File: config.mk
export PLATFORM = sky130hd
export DESIGN_NAME = tpc_core
export DESIGN_NICKNAME = d
export VERILOG_FILES = /design/src/tpc_pkg.sv /design/src/tpc_channel.sv /design/src/tpc_core.sv
export SDC_FILE = /design/constraint.sdc
export NUM_CORES = 1
export LEC_CHECK = 0
export ABC_AREA = 1
export BUFFER_PORTS_ARGS = -buffer_cell sky130_fd_sc_hd__buf_2
export CAP_MARGIN = 20
export CORE_MARGIN = 4
export CORE_UTILIZATION = 30
export DETAILED_ROUTE_END_ITERATION = 12
export HOLD_SLACK_MARGIN = 0.08
export SLEW_MARGIN = 20
export SYNTH_ARGS = -nofsm -noshare
export SYNTH_HDL_FRONTEND = slang
export SYNTH_SLANG_ARGS = --single-unit
File: constraint.sdc
create_clock -name sys_clk -period 2.85 [get_ports sys_clk]
set_clock_uncertainty 0.2 [all_clocks]
set_input_delay 0.285 -clock sys_clk [delete_from_list [all_inputs] [get_ports sys_clk]]
set_output_delay 0.285 -clock sys_clk [all_outputs]
set_load 0.005 [all_outputs]
File: src/tpc_pkg.sv
/*
  Shared constants and types of the timer/PWM core: register offsets,
  field positions, clock source and channel mode codes, bus responses.
  Assumes a 32-bit AXI4-Lite register bus with byte addresses.
*/
package tpc_pkg;

	// register map, byte addresses
	localparam int ADDR_W = 8;
	localparam logic [ADDR_W-1:0] OFF_SC      = 8'h00;
	localparam logic [ADDR_W-1:0] OFF_CNT     = 8'h04;
	localparam logic [ADDR_W-1:0] OFF_MOD     = 8'h08;
	localparam logic [ADDR_W-1:0] OFF_PIN     = 8'h0C;
	localparam logic [ADDR_W-1:0] OFF_CH_BASE = 8'h10;
	localparam logic [ADDR_W-1:0] CH_STRIDE   = 8'h08;
	localparam logic [ADDR_W-1:0] CH_VAL_OFF  = 8'h04;

	// status/control field positions
	localparam int SC_TOF  = 7;
	localparam int CH_FLAG = 7;

	// clock source select codes
	localparam logic [1:0] CLK_OFF = 2'h0;
	localparam logic [1:0] CLK_BUS = 2'h1;
	localparam logic [1:0] CLK_FIX = 2'h2;
	localparam logic [1:0] CLK_EXT = 2'h3;

	// channel mode and edge/level codes
	localparam logic [1:0] MODE_CAP = 2'h0;
	localparam logic [1:0] MODE_CMP = 2'h1;
	localparam logic [1:0] ELS_NONE = 2'h0;
	localparam logic [1:0] ELS_TGL  = 2'h1;
	localparam logic [1:0] ELS_CLR  = 2'h2;
	localparam logic [1:0] ELS_SET  = 2'h3;

	// counter values
	localparam int         PRE_W    = 7;
	localparam logic [15:0] CNT_ZERO = 16'h0000;
	localparam logic [15:0] CNT_ONES = 16'hFFFF;
	localparam logic [15:0] CNT_ONE  = 16'h0001;

	// bus responses
	localparam logic [1:0] RESP_OKAY   = 2'h0;
	localparam logic [1:0] RESP_SLVERR = 2'h2;

	typedef struct packed {
		logic       overflow_flag;
		logic       toie;
		logic       center_aligned_pwm;
		logic [1:0] clks;
		logic [2:0] ps;
	} tpc_sc_t;

	typedef struct packed {
		logic [1:0] mode;
		logic [1:0] els;
	} tpc_chcfg_t;

	typedef struct packed {
		logic       flag;
		logic       ie;
		tpc_chcfg_t cfg;
		logic [1:0] rsvd;
	} tpc_chsc_t;

endpackage

File: src/tpc_channel.sv
/*
  One timer channel: input capture, output compare, buffered PWM.
  Assumes the counter, its advance pulse and its reload pulse come from
  the core on the same clock; the pin input is asynchronous.
*/
`timescale 1ns/1ns
module tpc_channel (
	// clock and reset
	input  wire logic               sys_clk,
	input  wire logic               srst,
	// configuration
	input  wire tpc_pkg::tpc_chcfg_t cfg,
	input  wire logic               center_aligned_pwm,
	input  wire logic               pin_block,
	// time base
	input  wire logic [15:0]        cnt,
	input  wire logic               step,
	input  wire logic               ovf,
	// value write
	input  wire logic               wr_val,
	input  wire logic [15:0]        wdata,
	// results
	output logic                    event_p,
	output logic [15:0]             val_q,
	// pin side
	input  wire logic               pin_in,
	output logic                    pin_out,
	output logic                    pin_oe,
	output logic                    pin_own
);
	import tpc_pkg::*;

	logic        in_m_q;
	logic        in_s_q;
	logic        in_p_q;
	logic [15:0] act_q;
	logic        out_q;
	logic        is_cap;
	logic        is_cmp;
	logic        is_pwm;
	logic        rise;
	logic        fall;
	logic        cap_hit;
	logic        match;
	logic        level;

	assign is_cap  = !center_aligned_pwm && cfg.mode == MODE_CAP;
	assign is_cmp  = !center_aligned_pwm && cfg.mode == MODE_CMP;
	assign is_pwm  = !is_cap && !is_cmp;
	assign rise    = in_s_q & ~in_p_q;
	assign fall    = ~in_s_q & in_p_q;
	// edge choice
	assign cap_hit = is_cap && !pin_block && ((cfg.els[0] && rise) || (cfg.els[1] && fall));
	assign match   = step && cnt == act_q;
	assign event_p = cap_hit || (!is_cap && match);
	// pin ownership
	assign pin_own = !pin_block && cfg.els != ELS_NONE;
	assign pin_oe  = pin_own && !is_cap;
	assign pin_out = out_q;
	assign level   = cnt < act_q;

	// two-flop input sync
	always_ff @(posedge sys_clk) begin
		in_m_q <= pin_in;
		in_s_q <= in_m_q;
		in_p_q <= in_s_q;
	end

	// capture or buffered value
	always_ff @(posedge sys_clk) begin
		if (srst) begin
			val_q <= CNT_ZERO;
			act_q <= CNT_ZERO;
		end else begin
			if (cap_hit)
				val_q <= cnt;
			else if (wr_val)
				val_q <= wdata;
			// pwm duty only takes effect at the reload point
			if (!is_pwm || ovf)
				act_q <= val_q;
		end
	end

	// output action
	always_ff @(posedge sys_clk) begin
		if (srst)
			out_q <= 1'b0;
		else if (is_pwm)
			out_q <= cfg.els[0] ? ~level : level;
		else if (is_cmp && match) begin
			case (cfg.els)
				ELS_TGL: out_q <= ~out_q;
				ELS_CLR: out_q <= 1'b0;
				ELS_SET: out_q <= 1'b1;
				default: out_q <= out_q;
			endcase
		end
	end

endmodule

File: src/tpc_core.sv
/*
  Timer/PWM core: 16-bit counter with clock select, prescaler and modulo,
  NCH channels, AXI4-Lite register slave and pin steering against GPIO.
  Assumes pins and the oscillator reference are asynchronous, and that
  the clock generator drives its FLL mode level on the bus clock.
*/
// Added by the designer: the register offsets and the AXI4-Lite register port.
// How it works
// 16-bit counter free-runs, counts to modulo, or counts up/down.
// modulo of all zeros or all ones gives full 16-bit range.
// counter reads never disturb the counting sequence.
// any write to the counter register clears the counter.
// prescaler divides the selected source by 1 to 128.
// clock select code three drives prescaler from the external pin.
// external clock passes a two-flop bus clock synchroniser.
// external clock source stays at or below a quarter bus rate.
// a channel sharing the clock pin leaves the pin alone.
// software sets that channel's edge/level bits to zero.
// timer-owned pins ignore GPIO data and direction.
// channels needing no pin hand it back to GPIO.
// after reset timer off, pins GPIO inputs, pullups off.
// timer input pins have a software-enabled passive pullup.
// each channel is capture, compare or buffered edge PWM.
// capture triggers on rising, falling or either edge.
// compare match sets, clears or toggles the output.
// PWM output polarity is chosen per channel.
// one control bit turns all channels to center-aligned PWM.
// one interrupt request per channel plus one for overflow.
// fixed clock is oscillator half rate only in FLL external mode.
// channel count is a parameter, six or two.
// clock select zero stops, one bus clock, two fixed clock.
// overflow flag sets when counter wraps from modulo to zero; in center-aligned mode it sets at modulo, as the count turns down.
// three-bit prescale field doubles the divisor per step.
// counter steps once per prescaler pulse, holds with no source.
`timescale 1ns/1ns
module tpc_core #(
	parameter int NCH    = 6,
	parameter int EXT_CH = 0
) (
	// clock and reset
	input  wire logic                      sys_clk,
	input  wire logic                      srst,
	// axi4-lite write
	input  wire logic [tpc_pkg::ADDR_W-1:0] s_axi_awaddr,
	input  wire logic                      s_axi_awvalid,
	output logic                           s_axi_awready,
	input  wire logic [31:0]               s_axi_wdata,
	input  wire logic [3:0]                s_axi_wstrb,
	input  wire logic                      s_axi_wvalid,
	output logic                           s_axi_wready,
	output logic [1:0]                     s_axi_bresp,
	output logic                           s_axi_bvalid,
	input  wire logic                      s_axi_bready,
	// axi4-lite read
	input  wire logic [tpc_pkg::ADDR_W-1:0] s_axi_araddr,
	input  wire logic                      s_axi_arvalid,
	output logic                           s_axi_arready,
	output logic [31:0]                    s_axi_rdata,
	output logic [1:0]                     s_axi_rresp,
	output logic                           s_axi_rvalid,
	input  wire logic                      s_axi_rready,
	// clock sources
	input  wire logic                      ext_timer_clk_pin,
	input  wire logic                      osc_ref_clk_pin,
	input  wire logic                      fll_ext_ref_mode,
	// channel pins
	input  wire logic [NCH-1:0]            ch_pin_in,
	output logic [NCH-1:0]                 ch_pin_out,
	output logic [NCH-1:0]                 ch_pin_oe,
	output logic [NCH-1:0]                 ch_pullup_en,
	// gpio port controls
	input  wire logic [NCH-1:0]            gpio_out,
	input  wire logic [NCH-1:0]            gpio_oe,
	// interrupt requests
	output logic [NCH-1:0]                 ch_irq,
	output logic                           tof_irq
);
	import tpc_pkg::*;

	// bus side
	logic                bvalid_q;
	logic [1:0]          bresp_q;
	logic                rvalid_q;
	logic [1:0]          rresp_q;
	logic [31:0]         rdata_q;
	logic                wr_fire;
	logic                rd_fire;
	logic                wr_sc;
	logic                wr_cnt;
	logic                wr_mod;
	logic                wr_pin;
	logic                wr_ok;
	logic                rd_sc;
	logic                rd_ok;
	logic [31:0]         rd_word;

	// timer state
	tpc_sc_t             sc_q;
	logic [15:0]         mod_q;
	logic [15:0]         cnt_q;
	logic [15:0]         cnt_d;
	logic                down_q;
	logic                down_d;
	logic                wrap_c;
	logic [PRE_W-1:0]    pre_q;
	logic [PRE_W-1:0]    ps_mask;
	logic                step_q;
	logic                ovf_q;
	logic                tof_arm_q;
	logic                tof_set;
	logic                tof_clr;
	logic [NCH-1:0]      pu_q;

	// clock sources
	logic                ext_m_q;
	logic                ext_s_q;
	logic                ext_p_q;
	logic                osc_m_q;
	logic                osc_s_q;
	logic                osc_p_q;
	logic                osc_half_q;
	logic                ext_tick;
	logic                fix_tick;
	logic                src_tick;
	logic                adv;
	logic [15:0]         mod_eff;
	logic                at_top;

	// channel side
	tpc_chsc_t           chsc_q [NCH];
	logic                ch_arm_q [NCH];
	logic [ADDR_W-1:0]   ch_sc_addr [NCH];
	logic [ADDR_W-1:0]   ch_val_addr [NCH];
	logic [15:0]         ch_val [NCH];
	logic [NCH-1:0]      ch_event;
	logic [NCH-1:0]      wr_ch_sc;
	logic [NCH-1:0]      wr_ch_val;
	logic [NCH-1:0]      tmr_out;
	logic [NCH-1:0]      tmr_oe;
	logic [NCH-1:0]      tmr_own;

	// write and read handshakes, address and data taken together
	assign wr_fire       = s_axi_awvalid && s_axi_wvalid && !bvalid_q;
	assign rd_fire       = s_axi_arvalid && !rvalid_q;
	assign s_axi_awready = wr_fire;
	assign s_axi_wready  = wr_fire;
	assign s_axi_arready = !rvalid_q;
	assign s_axi_bvalid  = bvalid_q;
	assign s_axi_bresp   = bresp_q;
	assign s_axi_rvalid  = rvalid_q;
	assign s_axi_rresp   = rresp_q;
	assign s_axi_rdata   = rdata_q;

	assign wr_sc  = wr_fire && s_axi_awaddr == OFF_SC && s_axi_wstrb[0];
	// any lane clears
	assign wr_cnt = wr_fire && s_axi_awaddr == OFF_CNT;
	assign wr_mod = wr_fire && s_axi_awaddr == OFF_MOD;
	assign wr_pin = wr_fire && s_axi_awaddr == OFF_PIN;
	assign wr_ok  = s_axi_awaddr == OFF_SC || s_axi_awaddr == OFF_CNT
		|| s_axi_awaddr == OFF_MOD || s_axi_awaddr == OFF_PIN
		|| (|wr_ch_sc) || (|wr_ch_val);
	assign rd_sc  = s_axi_araddr == OFF_SC;

	always_ff @(posedge sys_clk) begin
		if (srst) begin
			bvalid_q <= 1'b0;
			bresp_q  <= RESP_OKAY;
		end else if (wr_fire) begin
			bvalid_q <= 1'b1;
			bresp_q  <= wr_ok ? RESP_OKAY : RESP_SLVERR;
		end else if (s_axi_bready) begin
			bvalid_q <= 1'b0;
		end
	end

	always_ff @(posedge sys_clk) begin
		if (srst) begin
			rvalid_q <= 1'b0;
			rresp_q  <= RESP_OKAY;
			rdata_q  <= '0;
		end else if (rd_fire) begin
			rvalid_q <= 1'b1;
			rresp_q  <= rd_ok ? RESP_OKAY : RESP_SLVERR;
			rdata_q  <= rd_word;
		end else if (s_axi_rready) begin
			rvalid_q <= 1'b0;
		end
	end

	// R03 reads are side-effect free on the counter
	always_comb begin
		rd_word = '0;
		rd_ok   = 1'b1;
		if (rd_sc)
			rd_word[7:0] = sc_q;
		else if (s_axi_araddr == OFF_CNT)
			rd_word[15:0] = cnt_q;
		else if (s_axi_araddr == OFF_MOD)
			rd_word[15:0] = mod_q;
		else if (s_axi_araddr == OFF_PIN)
			rd_word[NCH-1:0] = pu_q;
		else begin
			rd_ok = 1'b0;
			for (int k = 0; k < NCH; k++) begin
				if (s_axi_araddr == ch_sc_addr[k]) begin
					rd_word[7:0] = {chsc_q[k].flag, chsc_q[k].ie, chsc_q[k].cfg, 2'h0};
					rd_ok        = 1'b1;
				end
				if (s_axi_araddr == ch_val_addr[k]) begin
					rd_word[15:0] = ch_val[k];
					rd_ok         = 1'b1;
				end
			end
		end
	end

	// two-flop synchronisers
	always_ff @(posedge sys_clk) begin
		ext_m_q <= ext_timer_clk_pin;
		ext_s_q <= ext_m_q;
		ext_p_q <= ext_s_q;
		osc_m_q <= osc_ref_clk_pin;
		osc_s_q <= osc_m_q;
		osc_p_q <= osc_s_q;
	end

	// half rate from every other reference edge
	always_ff @(posedge sys_clk) begin
		if (srst)
			osc_half_q <= 1'b0;
		else if (osc_s_q && !osc_p_q)
			osc_half_q <= ~osc_half_q;
	end

	assign ext_tick = ext_s_q && !ext_p_q;
	// otherwise equal to bus rate
	assign fix_tick = fll_ext_ref_mode ? (osc_s_q && !osc_p_q && osc_half_q) : 1'b1;

	// source select
	assign src_tick = (sc_q.clks == CLK_BUS)
		|| (sc_q.clks == CLK_FIX && fix_tick)
		|| (sc_q.clks == CLK_EXT && ext_tick);

	// mask doubles per step
	assign ps_mask = ~({PRE_W{1'b1}} << sc_q.ps);
	// prescaler terminal
	assign adv     = src_tick && (pre_q & ps_mask) == ps_mask;

	always_ff @(posedge sys_clk) begin
		if (srst || wr_cnt)
			pre_q <= '0;
		else if (src_tick)
			pre_q <= pre_q + 1'b1;
	end

	// zero or ones run full range
	assign mod_eff = (mod_q == CNT_ZERO || mod_q == CNT_ONES) ? CNT_ONES : mod_q;
	assign at_top  = cnt_q == mod_eff;

	// up or up/down sequence
	always_comb begin
		cnt_d  = cnt_q + CNT_ONE;
		down_d = down_q;
		wrap_c = 1'b0;
		if (!sc_q.center_aligned_pwm) begin
			down_d = 1'b0;
			if (at_top) begin
				cnt_d  = CNT_ZERO;
				wrap_c = 1'b1;
			end
		end else if (!down_q) begin
			if (at_top) begin
				down_d = 1'b1;
				cnt_d  = mod_eff - CNT_ONE;
				wrap_c = 1'b1;
			end
		end else if (cnt_q == CNT_ZERO) begin
			down_d = 1'b0;
		end else begin
			cnt_d = cnt_q - CNT_ONE;
		end
	end

	// wrap sets overflow
	assign tof_set = adv && wrap_c;
	// flag cleared by reading it set, then writing zero
	assign tof_clr = wr_sc && !s_axi_wdata[SC_TOF] && tof_arm_q;

	// one count per prescaler pulse
	always_ff @(posedge sys_clk) begin
		if (srst || wr_cnt) begin
			cnt_q  <= CNT_ZERO;
			down_q <= 1'b0;
		end else if (adv) begin
			cnt_q  <= cnt_d;
			down_q <= down_d;
		end
	end

	always_ff @(posedge sys_clk) begin
		if (srst) begin
			step_q <= 1'b0;
			ovf_q  <= 1'b0;
		end else begin
			step_q <= adv;
			ovf_q  <= tof_set;
		end
	end

	// reset leaves timer off
	always_ff @(posedge sys_clk) begin
		if (srst) begin
			sc_q  <= '0;
			mod_q <= CNT_ZERO;
			pu_q  <= '0;
		end else begin
			if (wr_sc)
				sc_q <= {tof_set || (sc_q.overflow_flag && !tof_clr), s_axi_wdata[6:0]};
			else
				sc_q.overflow_flag <= tof_set || sc_q.overflow_flag;
			if (wr_mod && s_axi_wstrb[0])
				mod_q[7:0] <= s_axi_wdata[7:0];
			if (wr_mod && s_axi_wstrb[1])
				mod_q[15:8] <= s_axi_wdata[15:8];
			if (wr_pin && s_axi_wstrb[0])
				pu_q <= s_axi_wdata[NCH-1:0];
		end
	end

	// a new overflow restarts the clear sequence
	always_ff @(posedge sys_clk) begin
		if (srst || tof_set || wr_sc)
			tof_arm_q <= 1'b0;
		else if (rd_fire && rd_sc && sc_q.overflow_flag)
			tof_arm_q <= 1'b1;
	end

	// overflow request
	assign tof_irq = sc_q.overflow_flag && sc_q.toie;

	// one slice per channel
	genvar i;
	generate
		for (i = 0; i < NCH; i++) begin : g_ch
			logic        blk;
			logic        clr;
			logic [15:0] wval;

			assign ch_sc_addr[i]  = OFF_CH_BASE + ADDR_W'(i) * CH_STRIDE;
			assign ch_val_addr[i] = ch_sc_addr[i] + CH_VAL_OFF;
			assign wr_ch_sc[i]    = wr_fire && s_axi_awaddr == ch_sc_addr[i] && s_axi_wstrb[0];
			assign wr_ch_val[i]   = wr_fire && s_axi_awaddr == ch_val_addr[i];
			assign clr            = wr_ch_sc[i] && !s_axi_wdata[CH_FLAG] && ch_arm_q[i];
			assign wval[7:0]      = s_axi_wstrb[0] ? s_axi_wdata[7:0] : ch_val[i][7:0];
			assign wval[15:8]     = s_axi_wstrb[1] ? s_axi_wdata[15:8] : ch_val[i][15:8];
			// shared clock pin released
			assign blk = (i == EXT_CH) && sc_q.clks == CLK_EXT;

			// event wins over a clear in the same cycle
			always_ff @(posedge sys_clk) begin
				if (srst) begin
					chsc_q[i] <= '0;
				end else begin
					if (wr_ch_sc[i]) begin
						chsc_q[i].ie  <= s_axi_wdata[6];
						chsc_q[i].cfg <= s_axi_wdata[5:2];
					end
					chsc_q[i].flag <= ch_event[i] || (chsc_q[i].flag && !clr);
				end
			end

			always_ff @(posedge sys_clk) begin
				if (srst || ch_event[i] || wr_ch_sc[i])
					ch_arm_q[i] <= 1'b0;
				else if (rd_fire && s_axi_araddr == ch_sc_addr[i] && chsc_q[i].flag)
					ch_arm_q[i] <= 1'b1;
			end

			tpc_channel u_ch (
				.sys_clk   (sys_clk),
				.srst      (srst),
				.cfg       (chsc_q[i].cfg),
				.center_aligned_pwm      (sc_q.center_aligned_pwm),
				.pin_block (blk),
				.cnt       (cnt_q),
				.step      (step_q),
				.ovf       (ovf_q),
				.wr_val    (wr_ch_val[i]),
				.wdata     (wval),
				.event_p   (ch_event[i]),
				.val_q     (ch_val[i]),
				.pin_in    (ch_pin_in[i]),
				.pin_out   (tmr_out[i]),
				.pin_oe    (tmr_oe[i]),
				.pin_own   (tmr_own[i])
			);

			// pin steering
			assign ch_pin_out[i]   = tmr_own[i] ? tmr_out[i] : gpio_out[i];
			assign ch_pin_oe[i]    = tmr_own[i] ? tmr_oe[i] : gpio_oe[i];
			// pullup on timer inputs
			assign ch_pullup_en[i] = pu_q[i] && tmr_own[i] && !tmr_oe[i];
			// channel request
			assign ch_irq[i]       = chsc_q[i].flag && chsc_q[i].ie;
		end
	endgenerate

endmodule

==> impl_metrics.json <==
{
  "status": "complete, no violations",
  "syn_inst": 2825,
  "synth_seq_area_share_pct": 36.61,
  "yosys_warnings": 0,
  "crit_path_frequent_cell": "nor2_1",
  "rows": 93,
  "initial_core_util_pct": 30.39,
  "min_path_type": "input pin to register",
  "syn_to_final_growth_pct": 18.58,
  "worst_r2r_endpoint": "g_ch[2].u_ch.val_q[12]$_SDFFE_PP0P_",
  "cp_top_family": "simple AND/OR/NAND/NOR gates",
  "cts-root-buf": "clkbuf_16",
  "async_flop_share_pct": 0,
  "net-switching-power_uw": 2722,
  "fillers": 6902,
  "antenna_left": 0,
  "ys_ff_latch": 342,
  "timing.fmax_mhz": 362.9,
  "timing.final.crit_share_pct": 96.69,
  "cp.arrival_ns": 2.27,
  "finalWeightedCongestion": 0.9840,
  "setup_violations": 0,
  "max_cap_violations": 0,
  "clock_latency_ns": 0.54,
  "crit_end": "ch_pullup_en[2]",
  "io_buffer_count": 109,
  "period_needed_ns": 2.756,
  "postSynthAreaPerCell_um2": 6.959,
  "drt_iter0_drc": 1912,
  "hpwl_um": 51730,
  "grt_pass1_wl_um": 106900,
  "p_int_uw": 8240,
  "use_met2_pct": 31.40,
  "rsz0062_at_grt": "no",
  "switching_share_pct": 24.83,
  "power_frac_comb_pct": 7.9,
  "relSlewSlack_pct": 49.37,
  "drc_errors": 0,
  "vias_per_cell": 5.165,
  "start_kind": "register",
  "die_h_um": 264.0,
  "grt_pass1_vias": 18100,
  "grt.busiest_layer": "met2",
  "die_area_um2": 69690,
  "worstSetupEndpointType": "output pin",
  "cts_tree": "built",
  "synth_cell_types": 52,
  "worstPathMaxFanout": 7,
  "nets": 3172,
  "final_cells": 3871,
  "seqPwrFrac_pct": 46.4,
  "power_density_nw_per_um2": 470.2,
  "dpl.cell_count": 3772,
  "die-width_um": 264.0,
  "regArea_um2": 7207,
  "ir_worst_vdd_mv": 0.3983,
  "critPathSlowestCell": "dfxtp_1",
  "worst-r2r-setup-slack_ns": 0.16,
  "cts_made_buffers": 38,
  "vias": 19990,
  "n_antenna_cell": 0,
  "path_buf_inv": 3,
  "cp.required_ns": 2.37,
  "critical_path_class": "register to output pin",
  "r2r_start": "sc_q[5]$_SDFFE_PP0P_",
  "synth_area_um2": 19660,
  "pwr-share-clk_pct": 45.7,
  "setup.worst_path.start": "sc_q[5]$_SDFFE_PP0P_",
  "critPathMaxStageDelay_ns": 0.48,
  "path_cells": "nor2_1 -> inv_1 -> nor2_1 -> inv_1 -> nor2_1 -> buf_2",
  "grtUsageMet3_pct": 2.030,
  "clk_pin_slew_ns": 0.06,
  "multiInputGateArea_um2": 10560,
  "layout_common_cells": "601 x nand2_1, 317 x inv_1, 299 x dfxtp_1, 292 x o21ai_0, 251 x a21oi_1",
  "first_pass_iters": 5,
  "p_leak_uw": 0.01005,
  "core_area_um2": 64700,
  "cp.depth": 6,
  "ioPinCount": 146,
  "antenna_found_initial": 0,
  "htree_levels": 2,
  "slew_violations": 0,
  "r2r_cells": 9,
  "grt_use_total_pct": 19.19,
  "wl_um": 70300,
  "final-hold-violation-count": 0,
  "wl_per_cell_um": 18.16,
  "synth_ff_type": "dfxtp_1",
  "drive_gt1_share_pct": 11.51,
  "clock_sinks": 342,
  "fin_tns_setup_ns": 0,
  "tightest_slew_ns": 0.7584,
  "synth-edff-count": 35,
  "grt_max_degree": 73,
  "mostFrequentLayoutCell": "nand2_1",
  "cts_buffer_depth": 3,
  "grt_overflow_total": 0,
  "use_met1_pct": 26.20
}
[worst min-delay path by stage]
stage,endpoint,startpoint,cells past startpoint
2_1_floorplan,ext_s_q$_DFF_P_,ext_m_q$_DFF_P_,0
3_3_place_gp,g_ch[2].u_ch.in_s_q$_DFF_P_,g_ch[2].u_ch.in_m_q$_DFF_P_,0
3_5_place_dp,g_ch[1].u_ch.in_s_q$_DFF_P_,g_ch[1].u_ch.in_m_q$_DFF_P_,0
4_1_cts,chsc_q[5][2]$_SDFFCE_PN0P_,s_axi_awaddr[2],4
5_1_grt,osc_s_q$_DFF_P_,osc_m_q$_DFF_P_,0
6_report,chsc_q[5][2]$_SDFFCE_PN0P_,s_axi_awaddr[2],4
[cell type report]
cell class | instances | share of cell area (%)
Clock inverter | 12 | 0.7192
Tap cell | 855 | 4.589
Clock buffer | 53 | 4.535
Multi-Input combinational cell | 2004 | 45.31
Sequential cell | 342 | 30.91
Inverter | 340 | 5.485
Timing Repair Buffer | 265 | 8.448
[through the flow]
stage / hold WS (ns) / worst slack, ns / instance area [um^2] / total power [uW] / util, %
floorplan: 0.1096 / 0.3809 / 19720 / 5687 / -
global placement: 0.1103 / 0.1262 / 21680 / 5988 / 33.51
detailed placement: 0.1136 / 0.1224 / 21680 / 5999 / 33.51
CTS: 0.08214 / 0.07612 / 23240 / 11000 / 35.92
global route: 0.1319 / 0.003549 / 23310 / 11330 / 36.03
finish: 0.1140 / 0.09440 / 23310 / 10960 / 36.03
[cell families after synthesis]
group	after synthesis	share of synthesized area, %
xor gates and xnor gates	32	1.426
buffers and inverters	497	10.31
DFF	342	36.61
muxes	1	0.05092
adders and majority gates	101	6.428
other	1	0.01907
and+or+nand+nor	1125	24.99
AOI/OAI and AO/OA	726	20.17
[power by group through the flow]
stage / Clock (uW) / Combinational (uW) / Sequential, uW
6_report: 5010 / 865 / 5090
3_3_place_gp: 0 / 800 / 5190
5_1_grt: 5270 / 960 / 5100
4_1_cts: 5070 / 848 / 5080
2_1_floorplan: 0 / 530 / 5160
3_5_place_dp: 0 / 809 / 5190
[cell usage after synthesis, drive strengths merged (2+ instances only)]
cell type | n | area share, %
clkbuf | 89 | 1.7
a21oi | 255 | 6.5
o221ai | 7 | 0.31
nor2 | 224 | 4.5
nor3 | 49 | 1.3
inv | 323 | 6.2
a221oi | 4 | 0.18
buf | 68 | 2.1
o21ai | 298 | 7.6
a211oi | 11 | 0.42
ha | 101 | 6.4
o211ai | 17 | 0.65
o21bai | 3 | 0.11
nand4 | 85 | 2.7
a22o | 3 | 0.13
dfxtp | 307 | 31
nand3b | 9 | 0.34
edfxtp | 35 | 5.3
nand3 | 124 | 3.4
nor3b | 2 | 0.076
o31ai | 8 | 0.31
o22ai | 2 | 0.064
xor2 | 26 | 1.2
clkinv | 17 | 0.32
xnor2 | 6 | 0.27
or2 | 3 | 0.095
nand2 | 607 | 12
nor4 | 20 | 0.67
a31oi | 105 | 3.3
o21a | 8 | 0.31
[tightest hold or removal path, cell delays in order]
cell and delay [ns]:
buf_2 0.10, nor4_1 0.06, nand3_1 0.17, nor2_1 0.06
[state kept, by name, indices dropped and copies added (netlist names), 6 cells and up]
signal / flops
g_ch.u_ch.act_q: 96
g_ch.u_ch.val_q: 96
chsc_q: 36
cnt_q: 16
mod_q: 16
s_axi_rdata: 16
sc_q: 8
pre_q: 7
ch_arm_q: 6
g_ch.u_ch.in_m_q: 6
g_ch.u_ch.in_p_q: 6
g_ch.u_ch.in_s_q: 6
g_ch.u_ch.pin_out: 6
pu_q: 6
[routing by layer]
| metal | vias to the layer above | wire length, um | share of wire (%) |
|---|---|---|---|
| met3 | 168 | 4580 | 6.5 |
| met1 | 9182 | 30940 | 44 |
| met2 | 801 | 31910 | 45 |
| li1 | 9841 | - | - |
| met5 | - | 0 | 0 |
| met4 | 0 | 2868 | 4.1 |
[what timing repair did]
action,4_1_cts,5_1_grt
endpoints found under the hold margin,131,0
setup buffers,0,0
gates resized for setup,0,20
endpoints found under the setup margin,0,23
hold buffers,33,0
(Power assumes the default switching activity.)
